--- src/common/icd_pkg.sv ---
// constants, types and decoder shared by the index compare / decimal adjust unit
package icd_pkg;
    localparam logic [7:0] OP_PAGE_SECOND = 8'h18;
    localparam logic [7:0] OP_PAGE_MIXED_Y = 8'h1a;
    localparam logic [7:0] OP_PAGE_MIXED_X = 8'hcd;
    localparam logic [7:0] OP_CMP_IMM = 8'h8c;
    localparam logic [7:0] OP_CMP_DIR = 8'h9c;
    localparam logic [7:0] OP_CMP_EXT = 8'hbc;
    localparam logic [7:0] OP_CMP_IDX = 8'hac;
    localparam logic [7:0] OP_DECIMAL_ADJUST = 8'h19;
    localparam logic [15:0] IDLE_ADDR = 16'hffff;
    localparam logic [7:0] DIRECT_PAGE = 8'h00;
    localparam logic [3:0] BCD_DIGIT_MAX = 4'h9;
    localparam logic [3:0] BCD_HIGH_ALT = 4'h8;
    localparam logic [3:0] CORR_NIBBLE = 4'h6;

    typedef enum logic [1:0] {MODE_IMM, MODE_DIR, MODE_EXT, MODE_IDX} icd_mode_t;
    typedef enum logic [1:0] {PAGE_NONE, PAGE_SECOND, PAGE_MIXED_Y, PAGE_MIXED_X} icd_page_t;

    typedef struct packed {
        logic valid;
        logic is_adjust;
        logic use_second;
        logic idx_second;
        icd_mode_t mode;
    } icd_dec_t;

    function automatic icd_dec_t icd_decode(input icd_page_t page, input logic [7:0] op);
        icd_dec_t d;
        d = '{valid: 1'b0, is_adjust: 1'b0, use_second: 1'b0, idx_second: 1'b0,
              mode: MODE_IMM};
        case (op)
            OP_CMP_IMM: d.mode = MODE_IMM;
            OP_CMP_DIR: d.mode = MODE_DIR;
            OP_CMP_EXT: d.mode = MODE_EXT;
            default: d.mode = MODE_IDX;
        endcase
        case (page)
            PAGE_NONE:
            begin
                d.valid = (op == OP_CMP_IMM) || (op == OP_CMP_DIR) || (op == OP_CMP_EXT)
                    || (op == OP_CMP_IDX) || (op == OP_DECIMAL_ADJUST);
                d.is_adjust = (op == OP_DECIMAL_ADJUST);
            end
            PAGE_SECOND:
            begin
                d.valid = (op == OP_CMP_IMM) || (op == OP_CMP_DIR) || (op == OP_CMP_EXT)
                    || (op == OP_CMP_IDX);
                d.use_second = 1'b1;
                d.idx_second = 1'b1;
            end
            PAGE_MIXED_Y:
            begin
                d.valid = (op == OP_CMP_IDX);
                d.use_second = 1'b1;
            end
            PAGE_MIXED_X:
            begin
                d.valid = (op == OP_CMP_IDX);
                d.idx_second = 1'b1;
            end
            default: d.valid = 1'b0;
        endcase
        return d;
    endfunction
endpackage

--- src/rtl/icd_exec.sv ---
// execution sequencer for the two index compares and the decimal adjust
`timescale 1ns/1ns
module icd_exec
    import icd_pkg::*;
(
    input wire logic CLK,
    input wire logic RESETN,
    input wire logic START,
    input wire logic [15:0] START_PC,
    input wire logic [15:0] INDEX_FIRST,
    input wire logic [15:0] INDEX_SECOND,
    input wire logic [7:0] ACCUMULATOR_ONE,
    input wire logic C_IN,
    input wire logic H_IN,
    input wire logic V_IN,
    input wire logic [7:0] BUS_RDATA,
    output logic [15:0] BUS_ADDR,
    output logic BUS_RW,
    output logic BUSY,
    output logic DONE,
    output logic ILLEGAL,
    output logic [7:0] ACC_OUT,
    output logic N_FLAG,
    output logic Z_FLAG,
    output logic V_FLAG,
    output logic C_FLAG
);
    typedef enum logic [3:0] {
        S_IDLE, S_OPC, S_PRE, S_B1, S_B2, S_DEAD, S_MHI, S_MLO, S_END, S_ADJ
    } icd_state_t;

    icd_state_t state, next_state;
    icd_dec_t dec, next_dec, cur_dec;
    icd_page_t page, next_page;
    logic [15:0] next_addr, eff, next_eff;
    logic [7:0] mhi, next_mhi, mlo, next_mlo, next_acc;
    logic next_done, next_illegal, next_n, next_z, next_v, next_c;
    logic [15:0] cmp_r, cmp_m, base;
    logic [16:0] diff;
    logic lo_fix, hi_fix;
    logic [7:0] corr, adj;

    // every cycle of these sequences is a read
    assign BUS_RW = 1'b1;
    assign BUSY = (state != S_IDLE);

    assign cmp_r = dec.use_second ? INDEX_SECOND : INDEX_FIRST;
    assign cmp_m = {mhi, mlo};
    // subtraction only feeds flags; neither index nor memory is written back
    assign diff = {1'b0, cmp_r} - {1'b0, cmp_m};
    // base comes from the latched decode; the live decode sees the offset byte by then
    assign base = dec.idx_second ? INDEX_SECOND : INDEX_FIRST;

    // high nibble above 8 also needs fixing when a low digit above 9 will carry into it (9 + 1)
    assign lo_fix = H_IN || (ACCUMULATOR_ONE[3:0] > BCD_DIGIT_MAX);
    assign hi_fix = C_IN || (ACCUMULATOR_ONE[7:4] > BCD_DIGIT_MAX)
        || ((ACCUMULATOR_ONE[7:4] > BCD_HIGH_ALT)
        && (ACCUMULATOR_ONE[3:0] > BCD_DIGIT_MAX));
    assign corr = {hi_fix ? CORR_NIBBLE : 4'h0, lo_fix ? CORR_NIBBLE : 4'h0};
    assign adj = ACCUMULATOR_ONE + corr;

    always_comb
    begin
        next_state = state;
        next_addr = BUS_ADDR;
        next_dec = dec;
        next_page = page;
        next_eff = eff;
        next_mhi = mhi;
        next_mlo = mlo;
        next_acc = ACC_OUT;
        next_done = 1'b0;
        next_illegal = 1'b0;
        next_n = N_FLAG;
        next_z = Z_FLAG;
        next_v = V_FLAG;
        next_c = C_FLAG;
        cur_dec = icd_decode(page, BUS_RDATA);
        case (state)
            S_IDLE:
            begin
                next_page = PAGE_NONE;
                if (START)
                begin
                    next_state = S_OPC;
                    next_addr = START_PC;
                end
            end
            S_OPC, S_PRE:
            begin
                next_dec = cur_dec;
                next_addr = BUS_ADDR + 16'h0001;
                if (state == S_OPC && BUS_RDATA == OP_PAGE_SECOND)
                begin
                    next_page = PAGE_SECOND;
                    next_state = S_PRE;
                end
                else if (state == S_OPC && BUS_RDATA == OP_PAGE_MIXED_Y)
                begin
                    next_page = PAGE_MIXED_Y;
                    next_state = S_PRE;
                end
                else if (state == S_OPC && BUS_RDATA == OP_PAGE_MIXED_X)
                begin
                    next_page = PAGE_MIXED_X;
                    next_state = S_PRE;
                end
                else if (!cur_dec.valid)
                begin
                    next_illegal = 1'b1;
                    next_state = S_IDLE;
                    next_addr = IDLE_ADDR;
                end
                else if (cur_dec.is_adjust)
                    next_state = S_ADJ;
                else if (cur_dec.mode == MODE_IMM)
                    next_state = S_MHI;
                else
                    next_state = S_B1;
            end
            S_B1:
            begin
                case (dec.mode)
                    MODE_DIR:
                    begin
                        next_eff = {DIRECT_PAGE, BUS_RDATA};
                        next_addr = {DIRECT_PAGE, BUS_RDATA};
                        next_state = S_MHI;
                    end
                    MODE_EXT:
                    begin
                        next_mhi = BUS_RDATA;
                        next_addr = BUS_ADDR + 16'h0001;
                        next_state = S_B2;
                    end
                    default:
                    begin
                        next_eff = base + {8'h00, BUS_RDATA};
                        next_addr = IDLE_ADDR;
                        next_state = S_DEAD;
                    end
                endcase
            end
            S_B2:
            begin
                next_addr = {mhi, BUS_RDATA};
                next_state = S_MHI;
            end
            S_DEAD:
            begin
                next_addr = eff;
                next_state = S_MHI;
            end
            S_MHI:
            begin
                next_mhi = BUS_RDATA;
                next_addr = BUS_ADDR + 16'h0001;
                next_state = S_MLO;
            end
            S_MLO:
            begin
                next_mlo = BUS_RDATA;
                next_addr = IDLE_ADDR;
                next_state = S_END;
            end
            S_END:
            begin
                next_n = diff[15];
                next_z = (diff[15:0] == 16'h0000);
                next_v = (cmp_r[15] && !cmp_m[15] && !diff[15])
                    || (!cmp_r[15] && cmp_m[15] && diff[15]);
                next_c = diff[16];
                next_done = 1'b1;
                next_state = S_IDLE;
            end
            S_ADJ:
            begin
                next_acc = adj;
                next_c = hi_fix;
                next_n = adj[7];
                next_z = (adj == 8'h00);
                // overflow is undefined here; the incoming value is kept
                next_v = V_IN;
                next_done = 1'b1;
                next_addr = IDLE_ADDR;
                next_state = S_IDLE;
            end
            default: next_state = S_IDLE;
        endcase
    end

    always_ff @(posedge CLK or negedge RESETN)
    begin
        if (!RESETN)
        begin
            state <= S_IDLE;
            BUS_ADDR <= IDLE_ADDR;
            dec <= '0;
            page <= PAGE_NONE;
            eff <= 16'h0000;
            mhi <= 8'h00;
            mlo <= 8'h00;
            ACC_OUT <= 8'h00;
            DONE <= 1'b0;
            ILLEGAL <= 1'b0;
            N_FLAG <= 1'b0;
            Z_FLAG <= 1'b0;
            V_FLAG <= 1'b0;
            C_FLAG <= 1'b0;
        end
        else
        begin
            state <= next_state;
            BUS_ADDR <= next_addr;
            dec <= next_dec;
            page <= next_page;
            eff <= next_eff;
            mhi <= next_mhi;
            mlo <= next_mlo;
            ACC_OUT <= next_acc;
            DONE <= next_done;
            ILLEGAL <= next_illegal;
            N_FLAG <= next_n;
            Z_FLAG <= next_z;
            V_FLAG <= next_v;
            C_FLAG <= next_c;
        end
    end

    property p_cmp_zero;
        @(posedge CLK) disable iff (!RESETN)
        (state == S_END) |=> (Z_FLAG == $past(cmp_r == cmp_m));
    endproperty
    a_cmp_zero: assert property (p_cmp_zero) else $error("compare zero flag wrong");

    property p_cmp_neg;
        @(posedge CLK) disable iff (!RESETN)
        (state == S_END) |=> (N_FLAG == $past(cmp_r[15] ^ cmp_m[15] ^ (cmp_r < cmp_m)
            ^ ((cmp_r[14:0] < cmp_m[14:0]) ^ (cmp_r < cmp_m))));
    endproperty
    a_cmp_neg: assert property (p_cmp_neg) else $error("compare negative flag wrong");

    property p_cmp_ovf;
        @(posedge CLK) disable iff (!RESETN)
        (state == S_END) |=> (V_FLAG == $past((cmp_r[15] != cmp_m[15])
            && (cmp_r[15] != diff[15])));
    endproperty
    a_cmp_ovf: assert property (p_cmp_ovf) else $error("compare overflow flag wrong");

    property p_cmp_borrow;
        @(posedge CLK) disable iff (!RESETN)
        (state == S_END) |=> (C_FLAG == $past(cmp_r < cmp_m));
    endproperty
    a_cmp_borrow: assert property (p_cmp_borrow) else $error("compare borrow wrong");

    property p_word_order;
        @(posedge CLK) disable iff (!RESETN)
        (state == S_MHI) |=> (BUS_ADDR == $past(BUS_ADDR) + 16'h0001) ##1 (BUS_ADDR == IDLE_ADDR);
    endproperty
    a_word_order: assert property (p_word_order) else $error("operand word order wrong");

    property p_first_imm_len;
        @(posedge CLK) disable iff (!RESETN)
        (state == S_OPC && BUS_RDATA == OP_CMP_IMM) |-> !DONE [*4] ##1 DONE;
    endproperty
    a_first_imm_len: assert property (p_first_imm_len)
        else $error("immediate length wrong");

    property p_second_ext_len;
        @(posedge CLK) disable iff (!RESETN)
        (state == S_OPC && BUS_RDATA == OP_PAGE_SECOND) ##1 (BUS_RDATA == OP_CMP_EXT)
        |-> ##6 DONE;
    endproperty
    a_second_ext_len: assert property (p_second_ext_len)
        else $error("extended length wrong");

    property p_adjust_carry;
        @(posedge CLK) disable iff (!RESETN)
        (state == S_ADJ) |=> (C_FLAG == ($past(C_IN)
            || ($past(ACCUMULATOR_ONE) > {BCD_DIGIT_MAX, BCD_DIGIT_MAX})));
    endproperty
    a_adjust_carry: assert property (p_adjust_carry)
        else $error("adjust carry wrong");

    property p_adjust_nz;
        @(posedge CLK) disable iff (!RESETN)
        (state == S_ADJ) |=> (N_FLAG == ACC_OUT[7]) && (Z_FLAG == (ACC_OUT == 8'h00));
    endproperty
    a_adjust_nz: assert property (p_adjust_nz) else $error("adjust N or Z wrong");

    property p_adjust_len;
        @(posedge CLK) disable iff (!RESETN)
        (state == S_OPC && BUS_RDATA == OP_DECIMAL_ADJUST && page == PAGE_NONE)
        |=> (BUS_ADDR == $past(BUS_ADDR) + 16'h0001) ##1 DONE;
    endproperty
    a_adjust_len: assert property (p_adjust_len)
        else $error("adjust sequence wrong");

    c_first_idx: cover property (@(posedge CLK) disable iff (!RESETN)
        (state == S_OPC && BUS_RDATA == OP_CMP_IDX) ##6 DONE);
    c_mixed: cover property (@(posedge CLK) disable iff (!RESETN)
        (state == S_PRE && page == PAGE_MIXED_Y) ##6 DONE);
    c_adjust_66: cover property (@(posedge CLK) disable iff (!RESETN)
        (state == S_ADJ && corr == 8'h66));
    c_illegal: cover property (@(posedge CLK) disable iff (!RESETN) ILLEGAL);
endmodule // icd_exec

--- config.mk ---
export PLATFORM = sky130hd
export DESIGN_NAME = icd_exec
export DESIGN_NICKNAME = d
export VERILOG_FILES = /design/src/common/icd_pkg.sv /design/src/rtl/icd_exec.sv
export SDC_FILE = /design/constraint.sdc
export NUM_CORES = 1
export LEC_CHECK = 0
export BUFFER_PORTS_ARGS = -buffer_cell sky130_fd_sc_hd__buf_2
export CAP_MARGIN = 5
export CORE_ASPECT_RATIO = 1.1
export CORE_UTILIZATION = 50
export CTS_CLUSTER_SIZE = 12
export DETAILED_ROUTE_END_ITERATION = 7
export GPL_ROUTABILITY_DRIVEN = 0
export HOLD_SLACK_MARGIN = 0.1
export PLACE_DENSITY = 0.69
export SETUP_SLACK_MARGIN = 0.2
export SYNTH_ARGS = -nofsm -noshare
export SYNTH_HDL_FRONTEND = slang
export SYNTH_SLANG_ARGS = --single-unit
--- constraint.sdc ---
create_clock -name CLK -period 4.2 [get_ports CLK]
set_input_delay 0.42 -clock CLK [delete_from_list [all_inputs] [get_ports CLK]]
set_output_delay 0.42 -clock CLK [all_outputs]
set_load 0.05 [all_outputs]
==> flow_metrics.py, run 1 <==
metrics = {
    "clocking": {
        "htreeDepth": 3,
        "cts_buffer_depth": 2,
        "hold_buffers": 0,
        "cts_setup_buffers": 0,
        "cts.sinks": 72,
        "cts_tree": "yes",
        "root_buffer": "clkbuf_16",
        "clock_latency_ns": 0.33,
        "numCtsBuffers": 9,
        "cts_resized": 0,
        "clkTransAtPathRegs_ns": 0.06,
    },
    "die": {
        "die_w_um": 105.4,
        "num_rows": 41,
        "core_mm2": 0.01144,
        "die_area_mm2": 0.01219,
        "floorplan.initialDensity": 0.5138,
        "io_pins": 102,
        "die_h_um": 115.7,
    },
    "yosys": {
        "synth_top_area_frac": 0.2384,
        "syn_area_mm2": 0.005878,
        "synthTopCellsByArea": "dfrtp_1, ha_1, dfstp_2",
        "synth_seq_cells": 72,
        "ys_seq_area_frac": 0.3099,
        "ys_warn_count": 0,
        "synth_edf_count": 0,
        "synth_nets": 781,
        "synth_cells": 670,
        "postSynthAreaPerCell_um2": 8.773,
        "async_reset_ff_frac": 1.000,
        "yosysTopAreaCell": "dfrtp_1",
        "yosys.cell_types.count": 78,
        "synthFlopType": "dfrtp_1",
    },
    "timing": {
        "rsz0062_at_grt": "false",
        "worstMarginPinSlew_ns": 1.061,
        "slew_headroom": 0.2898,
        "fmax_ghz": 0.2968,
        "min_period_ns": 3.369,
        "maxSlewViolCount": 0,
        "min_period_over_period": 0.8022,
        "fin_setup_tns_ns": 0,
        "hold_viol": 0,
        "finClkSkew_ns": 0.004944,
        "finalSetupViolCount": 0,
    },
    "placed_design": {
        "io_buffer_count": 100,
        "hpwl_um": 12740,
        "place_inst": 898,
    },
    "critical_path": {
        "critPathMaxFanout": 16,
        "arrival_ns": 3.59,
        "worstPathRequired_ns": 4.42,
        "critPathLaunchType": "flop",
        "end_kind": "flop",
        "critPathKind": "flop to flop",
    },
    "power": {
        "ir_drop_v": 0.0004152,
        "p_leak_nw": 3.039,
        "p_per_area_mw_per_mm2": 854.7,
        "power_mw": 5.821,
    },
    "run": {
        "cap_violations": 0,
    },
    "grt": {
        "grt_pass1_wl_um": 27190,
        "gr-usage-all-layers": 0.2829,
        "antenna_found_initial": 0,
        "grt_pass1_vias": 5488,
        "overflow": 0,
        "grt_start_max_net_pins": 42,
    },
    "finish": {
        "drive_gt1_frac": 0.2474,
        "antenna_cells": 0,
        "postLayoutCoreUtil": 0.5953,
        "fin_cells": 914,
        "syn2layout_area_growth_pct": 15.86,
        "nets": 870,
        "nFillCells": 989,
    },
    "outcome": {
        "outcome": "finished clean",
    },
    "route": {
        "first_pass_iters": 6,
        "antenna_left": 0,
        "wl_per_cell_um": 18.13,
        "num_vias": 5541,
        "route.detailed.drc": 0,
        "routed_via_density": 6.062,
        "first_iter_violations": 320,
        "wirelength_um": 16570,
    },
    "min_path": {
        "holdCritPathClass": "input pin to async pin",
    },
}
==> per-layer routing <==
metal  vias up  GRT usage  share of wire
met5         -          0              0
met4         0     0.1343          0.038
met3        49    0.05062          0.066
met2       234     0.4763           0.46
met1      2615     0.3544           0.43
li1       2643          -              -
==> placed cells by master (no fill, tap or decap), types with 14 or more instances in the layout <==
cell type,n
o21ai_0,41
xnor2_1,21
inv_1,36
mux2i_1,14
dfstp_2,16
buf_2,100
a21oi_1,46
mux2_2,37
dfrtp_1,56
nand3_1,19
ha_1,38
nand2_1,54
nor3_1,21
nor2_1,57
==> cells in the mapped netlist (13+ instances only) <==
| cell type | instances |
|---|---|
| nor2_1 | 57 |
| dfrtp_1 | 56 |
| nand2_1 | 54 |
| a21oi_1 | 46 |
| o21ai_0 | 41 |
| ha_1 | 38 |
| mux2_2 | 37 |
| inv_1 | 36 |
| nor3_1 | 21 |
| xnor2_1 | 21 |
| nand3_1 | 19 |
| dfstp_2 | 16 |
| clkbuf_1 | 15 |
| mux2i_1 | 14 |
| a21o_1 | 13 |
==> worst paths after layout <==
path / start / endpoint / slack, ns / cells past startpoint
worst max-delay path: dec[2] / eff[10] / 0.83 / 10
worst min-delay path: RESETN / state[0] / 0.15 / 1
worst max register to register: dec[2] / eff[10] / 0.83 / 10
worst min register to register: eff[7] / eff[7] / 0.49 / 2
max in group asynchronous: RESETN / BUS_ADDR[13] / 3.03 / 2
min in group CLK: ACCUMULATOR_ONE[0] / ACC_OUT[0] / 0.34 / 2
==> layout make-up <==
class	count	area (um2)	area share
timing repair buffer	106	545.5	0.08010
clock inverter	3	65.06	0.009554
sequential	72	1822	0.2675
multi-input combinational	534	3805	0.5587
clock buffer	13	250.2	0.03674
inverter	36	135.1	0.01984
tap	150	187.7	0.02756
==> sequential cells by signal (all words and copies together) (netlist names), 2 cells and up <==
signal	flops
page	2
ACC_OUT	8
mlo	8
eff	16
state	4
dec	4
BUS_ADDR	16
mhi	8
==> critical path, stage by stage, from the launching register on <==
cell       delay [ns]
dfrtp_1          0.40
buf_4            0.26
mux2_2           0.37
ha_1             0.31
nor2b_1          0.18
o21ai_1          0.11
a21boi_0         0.24
o21ai_0          0.19
a211oi_1         0.63
a2111oi_0        0.24
a211o_1          0.32
==> report_power, final <==
group	internal, mW	switching, mW	total, mW
Combinational	1.36	2.19	3.55
Clock	0.536	0.292	0.828
Sequential	1.09	0.362	1.45
==> cell families (layout without fill, tap and decap cells) <==
family,after synthesis,count (layout),synth area share
fa+ha+maj,41,41,0.09110
buf+inv,64,158,0.04534
mux,51,51,0.09472
compound gates,189,189,0.2235
xor+xnor,33,33,0.04917
simple gates,219,219,0.1856
flops,72,72,0.3099
other cells,1,1,0.0006380
==> metrics by stage <==
stage	setup slack, ns	cell area [um2]	hold slack, ns
finish	0.8308	6810	0.1450
global route	0.5479	6810	0.1967
CTS	0.8904	6810	0.1703
detailed placement	0.9220	6495	0.4743
global placement	0.9883	6495	0.4640
floorplan	0.9545	5878	0.1244
Power figures use the tool's default switching activity.
==> inputs of run 2 (changes only) <==
ABC_AREA = 1   (was unset)
clock period = 3.19 ns   (was 4.2 ns; I/O delays follow)
==> run 2 against run 1 <==
Critical path type unchanged; wire length increased by 13%; sequential cell count did not move; worst hold slack got worse by 0.046 ns.
==> flow_metrics.py, run 2 <==
metrics = {
    "critical_path": {
        "critPathKind": "flop to flop",
        "r2r_end": "eff[12]",
        "rrSetupSlack_ns": 0.54,
        "critPathLaunchType": "flop",
        "end_kind": "flop",
        "worstPathRequired_ns": 3.46,
        "arrival_ns": 2.92,
        "timing.rr.start": "dec[2]",
        "critPathLaunch": "dec[2]",
        "crit_path_end": "eff[12]",
        "critPathMaxFanout": 13,
        "r2r_cells": 16,
    },
    "timing": {
        "whs_ns": 0.09913,
        "hold_viol": 0,
        "rsz0062_at_grt": "true",
        "fmax_ghz": 0.3772,
        "min_period_ns": 2.651,
        "slew_headroom": 0.3704,
        "finClkSkew_ns": 0.004992,
        "min_period_over_period": 0.8311,
        "finalSetupViolCount": 0,
        "fin_setup_tns_ns": 0,
        "maxSlewViolCount": 0,
        "worstMarginPinSlew_ns": 0.9443,
    },
    "route": {
        "first_pass_iters": 7,
        "first_iter_violations": 529,
        "routed_via_density": 5.333,
        "route.detailed.drc": 0,
        "wl_per_cell_um": 15.05,
        "antenna_left": 0,
        "wirelength_um": 18670,
        "num_vias": 6613,
    },
    "die": {
        "die_h_um": 120.1,
        "die_area_mm2": 0.01314,
        "io_pins": 102,
        "num_rows": 42,
        "core_mm2": 0.01219,
        "die_w_um": 109.4,
        "floorplan.initialDensity": 0.5201,
    },
    "outcome": {
        "outcome": "finished clean",
    },
    "power": {
        "p_per_area_mw_per_mm2": 1151,
        "ir_drop_v": 0.0007519,
        "p_leak_nw": 3.902,
    },
    "grt": {
        "grt_start_max_net_pins": 73,
        "gr-usage-all-layers": 0.2997,
        "overflow": 0,
        "grt_pass1_vias": 6190,
        "antenna_found_initial": 0,
        "grt_pass1_wl_um": 30020,
    },
    "finish": {
        "nFillCells": 1201,
        "drive_gt1_frac": 0.1685,
        "nets": 1192,
        "reg_top3": "BUS_ADDR: 16 flops, eff: 16 flops",
        "antenna_cells": 0,
        "final_cell_mix": "nand2_1, inv_1, buf_2, o21ai_0, nor2_1",
        "mostFrequentLayoutCell": "nand2_1",
        "syn2layout_area_growth_pct": 14.84,
    },
    "run": {
        "cap_violations": 0,
    },
    "yosys": {
        "synth_top_area_frac": 0.2210,
        "yosysMostFrequentCell": "nand2_1",
        "synth_edf_count": 0,
        "async_reset_ff_frac": 1.000,
        "syn_area_mm2": 0.006341,
        "postSynthAreaPerCell_um2": 6.425,
        "synthFlopType": "dfrtp_1",
        "synth_nets": 1098,
        "ys_seq_area_frac": 0.2873,
        "synthTopCellsByArea": "dfrtp_1, nand2_1, inv_1",
        "yosysTopAreaCell": "dfrtp_1",
        "synth_seq_cells": 72,
        "ys_warn_count": 0,
        "synth_top_cells_by_count": "nand2_1, inv_1, o21ai_0",
        "synth_cells": 987,
        "yosys.cell_types.count": 47,
    },
    "clocking": {
        "clkTransAtPathRegs_ns": 0.06,
        "root_buffer": "clkbuf_16",
        "cts_resized": 0,
        "hold_buffers": 0,
        "cts.sinks": 72,
        "htreeDepth": 3,
        "numCtsBuffers": 9,
        "cts_buffer_depth": 2,
        "cts_tree": "yes",
        "clock_latency_ns": 0.35,
        "cts_setup_buffers": 0,
    },
    "placed_design": {
        "hpwl_um": 14550,
        "io_buffer_count": 100,
    },
    "min_path": {
        "holdCritPathClass": "input pin to async pin",
    },
}
==> run 2: area by class of cell <==
cell class	count	area (um2)	share of cell area
Multi-Input combinational cell	739	3827	0.5256
Sequential cell	72	1824	0.2505
Inverter	155	581.8	0.07990
Timing Repair Buffer	104	533.0	0.07320
Clock buffer	11	242.7	0.03333
Tap cell	154	192.7	0.02646
Clock inverter	5	80.08	0.01100
==> run 2: worst max-delay path, cell delays in order, from the launching register on <==
cell and delay (ns):
dfrtp_2 0.48, inv_2 0.10, o21ai_0 0.18, ha_1 0.19, inv_1 0.05, fa_1 0.35, inv_1 0.07, nand2_1 0.06
nand2_1 0.06, nand2_1 0.04, nand2_1 0.08, a21oi_1 0.10, o21ai_1 0.28, nand3_1 0.21, nor2_1 0.14, nor2_1 0.04
o21ai_0 0.12
==> run 2: report_power, final <==
part / total [mW] / internal [mW] / switching, mW / leakage (nW)
Sequential: 1.83 / 1.46 / 0.368 / 0.825
Combinational: 5.45 / 1.73 / 3.71 / 2.92
Clock: 1.11 / 0.705 / 0.408 / 0.152
Total: 8.38 / 3.90 / 4.49 / 3.90
==> run 2: how the worst min path moves through the flow <==
stage                           from  cells past startpoint         end
after floorplan               RESETN                      0  ACC_OUT[0]
after global placement    ACC_OUT[2]                      2  ACC_OUT[2]
after detailed placement  ACC_OUT[2]                      2  ACC_OUT[2]
after CTS                     RESETN                      1  ACC_OUT[2]
after global routing          RESETN                      1  ACC_OUT[2]
final                         RESETN                      1  ACC_OUT[2]
==> run 2: kinds of logic (layout without fill, tap and decap cells) <==
kind of cell,Yosys count,after routing,share of synthesized area
AO/OA/AOI/OAI,176,176,0.1588
XOR/XNOR,9,9,0.01243
adder cells (fa/ha/maj),41,41,0.08445
buffers and inverters,176,275,0.1091
flip-flops,72,72,0.2873
other,1,1,0.0005914
AND/OR/NAND/NOR,512,512,0.3473
==> run 2: per-stage QoR <==
stage	instances	total power [mW]	area (um2)	utilization	worst slack (ns)
finish	1240	8.384	7282	0.5973	0.5389
floorplan	987	5.939	6341	-	0.8582
CTS	1240	8.371	7279	0.5971	0.4171
global route	1240	9.197	7282	0.5973	0.1638
detailed placement	1224	7.218	6957	0.5706	0.4242
global placement	1224	7.178	6957	0.5706	0.5096
==> run 2: layer usage <==
metal  global-route usage  share of wire  up-vias  routed length (um)
li1                     -              -     3360                   -
met3              0.06084          0.075       42                1399
met2               0.4965           0.47      250                8736
met5                    0              0        -                   0
met4               0.1142          0.029        0                 550
met1               0.3796           0.43     2961                7979
